<file path="src/hw/hml_defines.svh">
// constants of the hart master link error monitor
// How it works
// - count gaps over 20 ms inside a message
// - count messages longer than receive buffer
// - count messages with under 3 ff preambles
// - count each command retry
// - count check byte mismatches
// - count byte lost before being read
// - even parity failure counts as error
// - zero stop bit counts as error
// - count replies missing past configured timeout
// - per-slave status: error, ok, not polled
// - four ports, each read separately
// - count finished program cycles
`ifndef HML_DEFINES_SVH
`define HML_DEFINES_SVH
`define HML_CLK_HZ 50000000
`define HML_BAUD 1200
`define HML_BIT_CYC (`HML_CLK_HZ / `HML_BAUD)
`define HML_MS_PER_S 1000
`define HML_MS_CYC (`HML_CLK_HZ / `HML_MS_PER_S)
`define HML_GAP_MS 5'd20
`define HML_MIN_PRE 2'd3
`define HML_PREAMBLE 8'hff
`define HML_BUF_BYTES 32
`define HML_LONG_ADDR 3'd5
`define HML_SHORT_ADDR 3'd1
`define HML_TMO_RST 16'h01f4
`define HML_NPORTS 4
`define HML_NKIND 7
`define HML_K_GAP 0
`define HML_K_OVF 1
`define HML_K_MESSAGE_START_ERROR 2
`define HML_K_RTY 3
`define HML_K_CHK 4
`define HML_K_OPF 5
`define HML_K_TMO 6
`define HML_A_IST 12'h000
`define HML_A_MSK 12'h004
`define HML_A_SCAN 12'h008
`define HML_A_RXD 4'h1
`define HML_A_PORT 4'h1
`define HML_I_TMO 4'h8
`define HML_I_SLV 4'h9
`endif

</file>
<file path="src/hw/hml_pkg.sv">
// types of the hart master link error monitor
package hml_pkg;
   typedef enum logic [1:0] {HML_SL_NONE, HML_SL_OK, HML_SL_ERR} hml_slave_t;
   typedef enum logic [2:0] {HML_RX_IDLE, HML_RX_START, HML_RX_DATA, HML_RX_PAR,
      HML_RX_STOP} hml_rx_st_t;
   typedef enum logic [2:0] {HML_F_PRE, HML_F_ADDR, HML_F_CMD, HML_F_BCNT, HML_F_DATA,
      HML_F_CHK} hml_frm_st_t;
   typedef struct packed {
      logic s1, s2;
      hml_rx_st_t st;
      logic [15:0] cnt;
      logic [2:0] bitn;
      logic [7:0] sh;
      logic par, vld, perr, ferr;
   } hml_rx_t;
   typedef struct packed {
      hml_frm_st_t st;
      logic [1:0] pre;
      logic [2:0] left;
      logic [3:0] addr;
      logic [7:0] len, sum;
      logic [4:0] gap;
      logic ev_gap, ev_ovf, ev_message_start_error, ev_chk, ev_ok;
   } hml_frm_t;
   typedef struct packed {
      logic [15:0] div;
      logic tick;
      logic [31:0] scan;
      logic [3:0][6:0][15:0] cnt;
      logic [3:0][15:0] tmo_cfg, tcnt;
      logic [3:0] pend;
      logic [3:0][3:0] tgt;
      hml_slave_t [3:0][15:0] slv;
      logic [3:0][7:0] rxd;
      logic [3:0] rxv, ist, msk;
      logic [31:0] prdata;
      logic pready, pslverr, irq;
   } hml_top_t;
endpackage : hml_pkg

</file>
<file path="src/hw/hml_monitor.sv">
// top of the hart master link error monitor: apb registers, counters, slave table
//
// Implementation choices: the APB interface to the registers and the register addresses.
`timescale 1ns/10ps
`include "hml_defines.svh"
module hml_monitor #(
   parameter int BIT_CYCLES = `HML_BIT_CYC,
   parameter int MS_CYCLES = `HML_MS_CYC,
   parameter int BUF_BYTES = `HML_BUF_BYTES
) (
   input wire logic pclk,
   input wire logic presetn,
   input wire logic [11:0] paddr,
   input wire logic psel,
   input wire logic penable,
   input wire logic pwrite,
   input wire logic [31:0] pwdata,
   output logic [31:0] prdata,
   output logic pready,
   output logic pslverr,
   input wire logic [3:0] hart_rx,
   input wire logic [3:0] cmd_issue,
   input wire logic [3:0] cmd_retry,
   input wire logic [15:0] cmd_addr,
   input wire logic cycle_done,
   output logic irq
);
   if (MS_CYCLES < 2 || MS_CYCLES > 65535) $error("hml_monitor: bad MS_CYCLES");
   localparam logic [15:0] MSC = 16'(MS_CYCLES - 1);

   // ------------------------------------------------------------
   // per-port receive path
   // ------------------------------------------------------------
   logic [3:0] c_vld, c_perr, c_ferr;
   logic [3:0][7:0] c_data;
   logic [3:0] f_gap, f_ovf, f_message_start_error, f_chk, f_ok;
   logic [3:0][3:0] f_addr;
   hml_pkg::hml_top_t st_reg, st_next;

   for (genvar gp = 0; gp < `HML_NPORTS; gp++) begin : g_port
      hml_char_rx #(
         .BIT_CYCLES(BIT_CYCLES)
      ) u_rx (
         .pclk(pclk),
         .presetn(presetn),
         .rx_pin(hart_rx[gp]),
         .char_vld(c_vld[gp]),
         .char_data(c_data[gp]),
         .par_err(c_perr[gp]),
         .frm_err(c_ferr[gp])
      );
      hml_frame_chk #(
         .BUF_BYTES(BUF_BYTES)
      ) u_frm (
         .pclk(pclk),
         .presetn(presetn),
         .char_vld(c_vld[gp]),
         .char_data(c_data[gp]),
         .char_err(c_perr[gp] | c_ferr[gp]),
         .ms_tick(st_reg.tick),
         .ev_gap(f_gap[gp]),
         .ev_ovf(f_ovf[gp]),
         .ev_message_start_error(f_message_start_error[gp]),
         .ev_chk(f_chk[gp]),
         .ev_ok(f_ok[gp]),
         .slave_addr(f_addr[gp])
      );
   end

   // ------------------------------------------------------------
   // address decode
   // ------------------------------------------------------------
   function automatic logic hml_is_port(input logic [11:0] a);
      return (a[11:8] == `HML_A_PORT) && (a[1:0] == 2'b00);
   endfunction : hml_is_port

   function automatic logic hml_is_rxd(input logic [11:0] a);
      return (a[11:4] == {4'h0, `HML_A_RXD}) && (a[1:0] == 2'b00);
   endfunction : hml_is_rxd

   function automatic logic hml_mapped(input logic [11:0] a);
      logic ok;
      ok = (a == `HML_A_IST) || (a == `HML_A_MSK) || (a == `HML_A_SCAN) || hml_is_rxd(a);
      if (hml_is_port(a)) begin
         ok = (a[5:2] < 4'(`HML_NKIND)) || (a[5:2] == `HML_I_TMO) || (a[5:2] == `HML_I_SLV);
      end
      return ok;
   endfunction : hml_mapped

   // ------------------------------------------------------------
   // next state
   // ------------------------------------------------------------
   logic access;
   logic [1:0] ap;
   logic [6:0] ev;
   logic tmo;

   always_comb begin
      st_next = st_reg;
      ev = '0;
      tmo = 1'b0;
      ap = paddr[7:6];
      access = psel && penable && st_reg.pready;
      st_next.pready = 1'b0;
      st_next.pslverr = 1'b0;

      // millisecond enable for gap and timeout timing
      if (st_reg.div == 16'h0000) begin
         st_next.div = MSC;
         st_next.tick = 1'b1;
      end else begin
         st_next.div = st_reg.div - 16'h0001;
         st_next.tick = 1'b0;
      end

      if (cycle_done) begin
         st_next.scan = st_reg.scan + 32'h0000_0001;
      end

      // answer one cycle into the access phase
      if (psel && penable && !st_reg.pready) begin
         st_next.pready = 1'b1;
         st_next.pslverr = !hml_mapped(paddr);
         st_next.prdata = 32'h0000_0000;
         if (paddr == `HML_A_IST) begin
            st_next.prdata = {28'h0, st_reg.ist};
         end else if (paddr == `HML_A_MSK) begin
            st_next.prdata = {28'h0, st_reg.msk};
         end else if (paddr == `HML_A_SCAN) begin
            st_next.prdata = st_reg.scan;
         end else if (hml_is_rxd(paddr)) begin
            st_next.prdata = {23'h0, st_reg.rxv[paddr[3:2]], st_reg.rxd[paddr[3:2]]};
         end else if (hml_is_port(paddr)) begin
            if (paddr[5:2] < 4'(`HML_NKIND)) begin
               st_next.prdata = {16'h0, st_reg.cnt[ap][3'(paddr[5:2])]};
            end else if (paddr[5:2] == `HML_I_TMO) begin
               st_next.prdata = {16'h0, st_reg.tmo_cfg[ap]};
            end else if (paddr[5:2] == `HML_I_SLV) begin
               st_next.prdata = 32'(st_reg.slv[ap]);
            end
         end
      end

      // register side effects happen only on the completing edge
      if (access && pwrite) begin
         if (paddr == `HML_A_IST) begin
            st_next.ist = st_reg.ist & ~pwdata[3:0];
         end else if (paddr == `HML_A_MSK) begin
            st_next.msk = pwdata[3:0];
         end else if (hml_is_port(paddr) && paddr[5:2] == `HML_I_TMO) begin
            st_next.tmo_cfg[ap] = pwdata[15:0];
         end
      end
      if (access && !pwrite && hml_is_rxd(paddr)) begin
         st_next.rxv[paddr[3:2]] = 1'b0;
      end

      // events come after the software clears so that a set always wins
      for (int p = 0; p < `HML_NPORTS; p++) begin
         tmo = 1'b0;
         if (cmd_issue[p]) begin
            st_next.pend[p] = 1'b1;
            st_next.tcnt[p] = 16'h0000;
            st_next.tgt[p] = cmd_addr[4*p +: 4];
         end else if (f_ok[p] && st_reg.pend[p]) begin
            st_next.pend[p] = 1'b0;
         end else if (st_reg.tick && st_reg.pend[p]) begin
            st_next.tcnt[p] = st_reg.tcnt[p] + 16'h0001;
            if (st_reg.tcnt[p] + 16'h0001 >= st_reg.tmo_cfg[p]) begin
               tmo = 1'b1;
               st_next.pend[p] = 1'b0;
            end
         end
         if (f_ok[p]) begin
            st_next.slv[p][f_addr[p]] = hml_pkg::HML_SL_OK;
         end
         if (f_chk[p]) begin
            st_next.slv[p][f_addr[p]] = hml_pkg::HML_SL_ERR;
         end
         if (tmo) begin
            st_next.slv[p][st_reg.tgt[p]] = hml_pkg::HML_SL_ERR;
         end

         ev[`HML_K_GAP] = f_gap[p];
         ev[`HML_K_OVF] = f_ovf[p];
         ev[`HML_K_MESSAGE_START_ERROR] = f_message_start_error[p];
         ev[`HML_K_RTY] = cmd_retry[p];
         ev[`HML_K_CHK] = f_chk[p];
         // overrun: a new byte lands while the last one is still unread
         // error flags stand until the next character, so only the strobe counts them
         ev[`HML_K_OPF] = c_vld[p] & (c_perr[p] | c_ferr[p] | st_reg.rxv[p]);
         ev[`HML_K_TMO] = tmo;
         if (c_vld[p]) begin
            st_next.rxd[p] = c_data[p];
            st_next.rxv[p] = 1'b1;
         end
         for (int k = 0; k < `HML_NKIND; k++) begin
            if (ev[k]) begin
               st_next.cnt[p][k] = st_reg.cnt[p][k] + 16'h0001;
            end
         end
         if (ev != 7'h00) begin
            st_next.ist[p] = 1'b1;
         end
      end
      st_next.irq = |(st_next.ist & st_next.msk);
   end

   // ------------------------------------------------------------
   // state register
   // ------------------------------------------------------------
   always_ff @(posedge pclk or negedge presetn) begin
      if (!presetn) begin
         st_reg <= '0;
         st_reg.tmo_cfg <= {4{`HML_TMO_RST}};
      end else begin
         st_reg <= st_next;
      end
   end

   assign prdata = st_reg.prdata;
   assign pready = st_reg.pready;
   assign pslverr = st_reg.pslverr;
   assign irq = st_reg.irq;
endmodule : hml_monitor

</file>
<file path="src/hw/hml_char_rx.sv">
// serial character receiver: 8 data bits, even parity, one stop bit
`timescale 1ns/10ps
`include "hml_defines.svh"
module hml_char_rx #(
   parameter int BIT_CYCLES = `HML_BIT_CYC
) (
   input wire logic pclk,
   input wire logic presetn,
   input wire logic rx_pin,
   output logic char_vld,
   output logic [7:0] char_data,
   output logic par_err,
   output logic frm_err
);
   if (BIT_CYCLES < 4 || BIT_CYCLES > 65535) $error("hml_char_rx: bad BIT_CYCLES");
   localparam logic [15:0] BITC = 16'(BIT_CYCLES - 1);
   localparam logic [15:0] HALFC = 16'(BIT_CYCLES / 2 - 1);
   hml_pkg::hml_rx_t st_reg, st_next;

   always_comb begin
      st_next = st_reg;
      st_next.s1 = rx_pin;
      st_next.s2 = st_reg.s1;
      st_next.vld = 1'b0;
      if (st_reg.cnt != 16'h0000) begin
         st_next.cnt = st_reg.cnt - 16'h0001;
      end
      case (st_reg.st)
         hml_pkg::HML_RX_IDLE: begin
            if (!st_reg.s2) begin
               st_next.st = hml_pkg::HML_RX_START;
               st_next.cnt = HALFC;
            end
         end
         hml_pkg::HML_RX_START: begin
            if (st_reg.cnt == 16'h0000) begin
               // a glitch shorter than half a bit is not a start bit
               st_next.st = st_reg.s2 ? hml_pkg::HML_RX_IDLE : hml_pkg::HML_RX_DATA;
               st_next.cnt = BITC;
               st_next.bitn = 3'h0;
               st_next.par = 1'b0;
            end
         end
         hml_pkg::HML_RX_DATA: begin
            if (st_reg.cnt == 16'h0000) begin
               st_next.sh = {st_reg.s2, st_reg.sh[7:1]};
               st_next.par = st_reg.par ^ st_reg.s2;
               st_next.bitn = st_reg.bitn + 3'h1;
               st_next.cnt = BITC;
               if (st_reg.bitn == 3'h7) begin
                  st_next.st = hml_pkg::HML_RX_PAR;
               end
            end
         end
         hml_pkg::HML_RX_PAR: begin
            if (st_reg.cnt == 16'h0000) begin
               st_next.perr = st_reg.par ^ st_reg.s2;
               st_next.cnt = BITC;
               st_next.st = hml_pkg::HML_RX_STOP;
            end
         end
         hml_pkg::HML_RX_STOP: begin
            if (st_reg.cnt == 16'h0000) begin
               st_next.ferr = !st_reg.s2;
               st_next.vld = 1'b1;
               st_next.st = hml_pkg::HML_RX_IDLE;
            end
         end
         default: st_next.st = hml_pkg::HML_RX_IDLE;
      endcase
   end

   always_ff @(posedge pclk or negedge presetn) begin
      if (!presetn) begin
         st_reg <= '0;
         st_reg.s1 <= 1'b1;
         st_reg.s2 <= 1'b1;
      end else begin
         st_reg <= st_next;
      end
   end

   assign char_vld = st_reg.vld;
   assign char_data = st_reg.sh;
   assign par_err = st_reg.perr;
   assign frm_err = st_reg.ferr;
endmodule : hml_char_rx

</file>
<file path="src/hw/hml_frame_chk.sv">
// message checker: preambles, length, check byte and gaps of one port
`timescale 1ns/10ps
`include "hml_defines.svh"
module hml_frame_chk #(
   parameter int BUF_BYTES = `HML_BUF_BYTES
) (
   input wire logic pclk,
   input wire logic presetn,
   input wire logic char_vld,
   input wire logic [7:0] char_data,
   input wire logic char_err,
   input wire logic ms_tick,
   output logic ev_gap,
   output logic ev_ovf,
   output logic ev_message_start_error,
   output logic ev_chk,
   output logic ev_ok,
   output logic [3:0] slave_addr
);
   if (BUF_BYTES < 1 || BUF_BYTES > 255) $error("hml_frame_chk: bad BUF_BYTES");
   localparam logic [7:0] BUFB = 8'(BUF_BYTES);
   hml_pkg::hml_frm_t st_reg, st_next;
   logic active;

   always_comb begin
      st_next = st_reg;
      {st_next.ev_gap, st_next.ev_ovf, st_next.ev_message_start_error} = '0;
      {st_next.ev_chk, st_next.ev_ok} = '0;
      active = (st_reg.st != hml_pkg::HML_F_PRE) || (st_reg.pre != 2'd0);
      if (char_vld) begin
         st_next.gap = 5'd0;
         st_next.sum = st_reg.sum ^ char_data;
         case (st_reg.st)
            hml_pkg::HML_F_PRE: begin
               if (char_data == `HML_PREAMBLE) begin
                  if (st_reg.pre != `HML_MIN_PRE) begin
                     st_next.pre = st_reg.pre + 2'd1;
                  end
               end else begin
                  st_next.ev_message_start_error = (st_reg.pre < `HML_MIN_PRE);
                  st_next.sum = char_data;
                  st_next.left = char_data[7] ? `HML_LONG_ADDR : `HML_SHORT_ADDR;
                  st_next.st = hml_pkg::HML_F_ADDR;
               end
            end
            hml_pkg::HML_F_ADDR: begin
               st_next.addr = char_data[3:0];
               st_next.left = st_reg.left - 3'd1;
               if (st_reg.left == 3'd1) begin
                  st_next.st = hml_pkg::HML_F_CMD;
               end
            end
            hml_pkg::HML_F_CMD: st_next.st = hml_pkg::HML_F_BCNT;
            hml_pkg::HML_F_BCNT: begin
               st_next.len = char_data;
               st_next.ev_ovf = (char_data > BUFB);
               st_next.st = (char_data == 8'h00) ? hml_pkg::HML_F_CHK : hml_pkg::HML_F_DATA;
            end
            hml_pkg::HML_F_DATA: begin
               st_next.len = st_reg.len - 8'h01;
               if (st_reg.len == 8'h01) begin
                  st_next.st = hml_pkg::HML_F_CHK;
               end
            end
            hml_pkg::HML_F_CHK: begin
               st_next.ev_chk = (st_reg.sum != char_data);
               st_next.ev_ok = (st_reg.sum == char_data);
               st_next.st = hml_pkg::HML_F_PRE;
               st_next.pre = 2'd0;
            end
            default: st_next.st = hml_pkg::HML_F_PRE;
         endcase
         // a damaged character spoils the message; start over
         if (char_err) begin
            st_next.st = hml_pkg::HML_F_PRE;
            st_next.pre = 2'd0;
            st_next.ev_chk = 1'b0;
            st_next.ev_ok = 1'b0;
         end
      end else if (ms_tick && active) begin
         st_next.gap = st_reg.gap + 5'd1;
         if (st_reg.gap == `HML_GAP_MS) begin
            st_next.ev_gap = 1'b1;
            st_next.st = hml_pkg::HML_F_PRE;
            st_next.pre = 2'd0;
            st_next.gap = 5'd0;
         end
      end
   end

   always_ff @(posedge pclk or negedge presetn) begin
      if (!presetn) begin
         st_reg <= '0;
      end else begin
         st_reg <= st_next;
      end
   end

   assign ev_gap = st_reg.ev_gap;
   assign ev_ovf = st_reg.ev_ovf;
   assign ev_message_start_error = st_reg.ev_message_start_error;
   assign ev_chk = st_reg.ev_chk;
   assign ev_ok = st_reg.ev_ok;
   assign slave_addr = st_reg.addr;
endmodule : hml_frame_chk

</file>
<file path="config.mk">
export PLATFORM = sky130hd
export DESIGN_NAME = hml_monitor
export DESIGN_NICKNAME = d
export VERILOG_FILES = /design/src/hw/hml_pkg.sv /design/src/hw/hml_monitor.sv /design/src/hw/hml_char_rx.sv /design/src/hw/hml_frame_chk.sv
export VERILOG_INCLUDE_DIRS = /design/src /design/src/hw
export SDC_FILE = /design/constraint.sdc
export NUM_CORES = 2
export LEC_CHECK = 0
export ABC_AREA = 0
export BUFFER_PORTS_ARGS = -buffer_cell sky130_fd_sc_hd__buf_4
export CAP_MARGIN = 10
export CORE_ASPECT_RATIO = 1.25
export CORE_MARGIN = 1.5
export CORE_UTILIZATION = 35
export DETAILED_ROUTE_END_ITERATION = 12
export PLACE_DENSITY = 0.45
export SLEW_MARGIN = 20
export SYNTH_ARGS = -nofsm -noshare
export SYNTH_HDL_FRONTEND = slang
export SYNTH_HIERARCHICAL = 1
export SYNTH_SLANG_ARGS = --single-unit
</file>
<file path="constraint.sdc">
create_clock -name pclk -period 4.13 [get_ports pclk]
set_input_delay 0 -clock pclk [delete_from_list [all_inputs] [get_ports pclk]]
set_output_delay 0 -clock pclk [all_outputs]
set_load 0.02 [all_outputs]
</file>
[Yosys cells after proc, flatten, opt, wreduce, memory -nomap -nowiden]
Index checks and enable logic that the tools add are counted.
Word-level totals
  register bits after elaboration: 1148
  input port bits: 78
  output and inout bits: 35
  word-level logic and storage cells: 952
Operators by class
  $add $sub $neg: 58
  order comparisons: 34
  equality and inequality tests: 130
  multiplexer cells: 286
  bitwise logic cells: 63
  reduce and logical (&&, ||, !) cells: 168
Operator list (count)
  32-bit 2-to-1 mux: 21
  16-bit by 1-bit adder with 16-bit output (second input constant): 32
  16-bit 2-to-1 mux: 19
  16-bit case mux with 4 select lines: 4
  112-bit binary-select mux with 2-bit select: 1
  16-bit AND: 12
  16-bit NOT: 12
  16-bit OR: 12
  19-bit 2-to-1 mux: 8
  31-bit 2-to-1 mux: 4
  3-bit case mux with 5 select lines: 8
  112-bit 2-to-1 mux: 1
  5-bit 2-to-1 mux: 20
  22-bit 2-to-1 mux: 4
  3-bit 2-to-1 mux: 28
  16-bit logical NOT: 5
  8-bit 2-to-1 mux: 10
  16-bit by 1-bit subtractor with 16-bit output (second input constant): 5
  1-bit 2-to-1 mux: 76
  32-bit binary-select mux with 2-bit select: 1
  64-bit bitwise mux: 1
  2-bit demux with 4-bit select: 8
  16-bit greater-or-equal comparator: 4
  4-bit by 2-bit != test with 1-bit output (second input constant): 16
  other kinds (68): 427

[Longest topological paths before layout]
  word-level depth: 11
  depth in mapped cells: 17
  mapped depth without buffers: 13

[Hierarchy]
Netlist, hierarchy kept.
Modules (own cells, without submodules)
  hml_monitor: instances 1, cells each 4021, area an instance 44720.4 um2, sequential area each 21350.5 um2
  hml_frame_chk: instances 4, cells each 260, area an instance 2422.3 um2, sequential area each 950.9 um2
  hml_char_rx: instances 4, cells each 182, area an instance 1925.6 um2, sequential area each 903.4 um2

[Worst setup path after synthesis]
Ideal clock, no wire load.
  kind: flip-flop to flip-flop
  start point: register, netlist name st_reg[243]
  end point: register, netlist name st_reg[566]
  setup time: 0.123 ns
  data arrival time: 3.459 ns
  required time: 4.007 ns
  slack: 0.548 ns
  cell stages (with the launch flop): 17
  buffers on the path: 3
  period minus slack after synthesis: 3.582 ns
  cells stage by stage: dfrtp_1 > nand3_1 > or4_4 > or2_1 > buf_6 > nor2_4 > nand3_2 > xnor2_1 > ha_1 > nand2_1 > o21ai_0 > a2111oi_0 > a2111oi_0 > clkbuf_1 > buf_2 > nand4_1 > xnor2_1

==> flow_summary_export.csv <==
group,metric,value,unit
outcome,outcome,"completed",
power_and_ir_drop,intPower,19.7,mW
yosys,synth_commonest_cells,"dfrtp_1 (1116), nand2_1 (499), xnor2_1 (378)",
global_routing,grt_max_degree,132,
placement,io_buffer_count,96,
die,start_util,0.353,
yosys,yosys.area.top_type_share,0.450,
yosys,synth_compound_area_frac,0.102,
die,die_w,380,microns
final_layout,largest_reg_flops,817,
final_layout,nNetsFinal,6072,
placement,pre_cts_ws,7.75,ps
worst_setup_path,cp-start-kind,"register",
worst_setup_path,crit_fanout,9,
clocking,cts_inserted_buffers,137,
detailed_routing,wire_per_inst,22.2,microns
power_and_ir_drop,switchingPower,6.36,mW
global_routing,antenna_found_initial,7,
clocking,insertion_delay,800,ps
sta,max_freq,257,MHz
die,ioPinCount,113,
detailed_routing,drtIter0Drc,2758,
worst_setup_path,max_stage_delay,540,ps
yosys,synth_cell_type_count,105,
yosys,ys_ff_latch,1148,
placement,place_congestion,0.856,
clocking,clockBufferDepth,3,
sta,min_period_over_period,0.941,
final_layout,fin_util,0.400,
worst_setup_path,critPathBufInv,0,
sta,timing.final.ws_setup,245,ps
sta,rsz0062_at_grt,"yes",
power_and_ir_drop,total_power,26.1,mW
power_and_ir_drop,clkPwrFrac,0.492,
power_and_ir_drop,seqPwrFrac,0.453,
yosys,synth_area,0.0621,sq mm
clocking,clk_pin_slew,60,ps
yosys,synth_simple_gate_area_frac,0.170,
clocking,cts_root_buffer,"clkbuf_16",
yosys,syn_inst,5789,
power_and_ir_drop,cellPowerDensity,371,mW/mm^2
placement,dpl_cell_area,0.0644,sq mm
yosys,synth_top_family_by_area,"simple AND/OR/NAND/NOR gates",
sta,setup-violations-final,0,
worst_setup_path,required,4810,ps
yosys,synthTopCellsByArea,"dfrtp_1 (45%), mux4_2 (6.2%), xnor2_1 (5.3%), mux2_2 (3.4%), ha_1 (3.0%)",
yosys,seq_area_frac_synth,0.463,
yosys,ys.flop_type,"dfrtp_1",
sta,finalMaxSlewViolations,0,
worst_setup_path,path_class,"reg -> reg",
worst_setup_path,path_cells,"nand3_1 -> nor4_2 -> and3_1 -> and3_1 -> xor2_1 -> ha_1 -> a21o_1 -> a21o_1 -> a21oi_1 -> nor3_2 -> nor2_2 -> nor3b_4 -> a221o_1",
yosys,postSynthAreaPerCell,10.7,sq um
die,rows,172,
power_and_ir_drop,combPwrFrac,0.055,
worst_setup_path,cp_top_family,"simple AND/OR/NAND/NOR gates",
yosys,synth.largest_area_cell,"dfrtp_1",
clocking,clock_sinks,1148,
yosys,syn_nets,6018,
worst_setup_path,worst_ep_arrival_time,4560,ps
sta,worstMarginPinSlew,1080,ps
global_routing,grt_pass1_vias,45000,
global_routing,grt_use_total,0.205,
final_layout,area_growth,13.3,%
global_routing,gr-total-overflow,0,
job,drv_cap,0,
power_and_ir_drop,leakagePower,30.5,nW
hold_path,hp-class,"in -> reg",
yosys,synth_edf_count,0,
detailed_routing,num_vias,44700,
worst_setup_path,crit_slowest_cell,"nor2_2",
sta,clock_skew,31.7,ps
power_and_ir_drop,ir_drop,316,uV
yosys,muxShareOfSynthArea,0.108,
global_routing,grt_pass1_wl,285000,microns
yosys,synth_xor_area_frac,0.0835,
yosys,synth_warnings,6,
yosys,yosys.cell_count.top_type,"dfrtp_1",
sta,layout_min_cycle_time,3890,ps
yosys,synthAdderAreaFrac,0.0304,
placement,dp_hpwl,135000,microns
final_layout,final_cell_area,0.0703,sq mm
die,coreArea,0.176,sq mm
power_and_ir_drop,swShare,0.244,
yosys,synth_async_sr_flop_share,1.00,
final_layout,drive_above_1_share,0.159,
sta,hold_viol_final,0,
clocking,cts-htree-levels,4,
clocking,post_cts_buffers,0,
sta,slew_headroom,0.276,
die,fp.dieH,474,microns
clocking,cts_tree,"done",
worst_setup_path,worstSetupEndpointType,"register",
die,dieArea,0.180,sq mm
detailed_routing,avgViaCountPerCell,5.38,
detailed_routing,first_pass_iters,5,
detailed_routing,antenna_left,0,
detailed_routing,drc,0,
detailed_routing,finalWirelength,184000,microns
routing by layer:
layer  share of wire  up-vias  GRT usage
met5         0.00022        -          0
met4           0.036        6     0.0780
li1                -    20900          -
met3           0.043      258     0.0334
met2            0.48      897      0.339
met1            0.44    22600      0.270
cell usage in the layout (no fill, tap or decap), types with 22 or more instances in the layout:
cell              n
clkinv_2         22
o211ai_1         45
o31ai_1          34
xnor2_1         378
or3_1            50
o21ai_0         274
ha_1            151
clkbuf_16       140
nor2_1          346
nor4_1           45
mux4_2          171
dlygate4sd3_1   105
nand2b_1         78
dfstp_2          32
a211oi_1         38
clkbuf_8         25
clkbuf_1         27
and4_1           37
buf_4           135
a21oi_1         257
and3_1          116
dfrtp_1        1115
or2_2            67
a31oi_1          36
nor2b_1          51
nor3_1           87
a221oi_1         29
nand4_1         144
a21o_1           23
xor2_1          214
o22ai_1          26
inv_1           169
nand3_1         233
mux2_2          185
or4_1            40
mux2i_1          46
and2_1           22
nor3b_1          27
nand2_1         499
worst register-to-register path, stage by stage (launching register included):
cell     delay (ps)
dfrtp_1         420
nand3_1         210
nor4_2          400
and3_1          260
and3_1          250
xor2_1          180
ha_1            260
a21o_1          180
a21o_1          160
a21oi_1         220
nor3_2          110
nor2_2          550
nor3b_4         170
a221o_1         390
cells by family (layout without fill, tap and decap cells):
family,count (synthesis),count (layout)
buffers and inverters,522,685
and+or+nand+nor,1977,1977
xor gates and xnor gates,592,592
adders and majority gates,151,151
other,0,5
muxes,416,416
DFF,1148,1148
AOI/OAI and AO/OA,983,983
power by group through the flow:
| stage | Combinational, mW | Sequential (mW) | Clock, mW |
|---|---|---|---|
| floorplan | 0.790 | 11.9 | 0 |
| global placement | 1.35 | 12.0 | 0 |
| detailed placement | 1.36 | 12.0 | 0 |
| CTS | 1.46 | 11.8 | 13.2 |
| global route | 1.58 | 11.9 | 13.7 |
| finish | 1.43 | 11.8 | 12.8 |
worst paths after layout:
check | startpoint | endpoint | slack, ps | cells past startpoint
worst max-delay path | st_reg[227]$_DFFE_PN0P_ | st_reg[104]$_DFF_PN0_ | 240 | 13
worst min-delay path | pwdata[13] | st_reg[304]$_DFFE_PN0P_ | 60 | 4
worst max register to register | st_reg[227]$_DFFE_PN0P_ | st_reg[104]$_DFF_PN0_ | 240 | 13
worst min register to register | g_port[2].u_rx/st_next[34]$_DFF_PN1_ | g_port[2].u_rx/st_reg[34]$_DFF_PN1_ | 350 | 0
max in group asynchronous | presetn | g_port[2].u_rx/st_reg[30]$_DFF_PN0_ | 2770 | 4
min in group asynchronous | presetn | st_reg[698]$_DFFE_PN0P_ | 540 | 4
per-stage QoR:
step	hold WS, ps	std cells	setup TNS [ps]
2_1_floorplan	-296	5789	0
3_3_place_gp	72.6	7947	0
3_5_place_dp	73.2	7947	0
4_1_cts	1.45	8301	0
5_1_grt	46.6	8302	-141
6_report	62.1	8306	0
area by class of cell:
type                       count  area (sq um)
tap                         2349          2940
clock inverter                56           815
clock buffer                 192          3950
timing repair buffer         261          2480
fill                       17200        106000
sequential                  1148         28800
multi-input combinational   4119         30700
antenna                        5          12.5
inverter                     176           661
timing repair:
item	CTS	global route
resized for setup	1	8
endpoints found under the hold margin	1122	0
cloned	0	0
hold buffers	106	0
pin swaps	0	2
setup endpoints to repair	1	96
(Power assumes the default switching activity.)
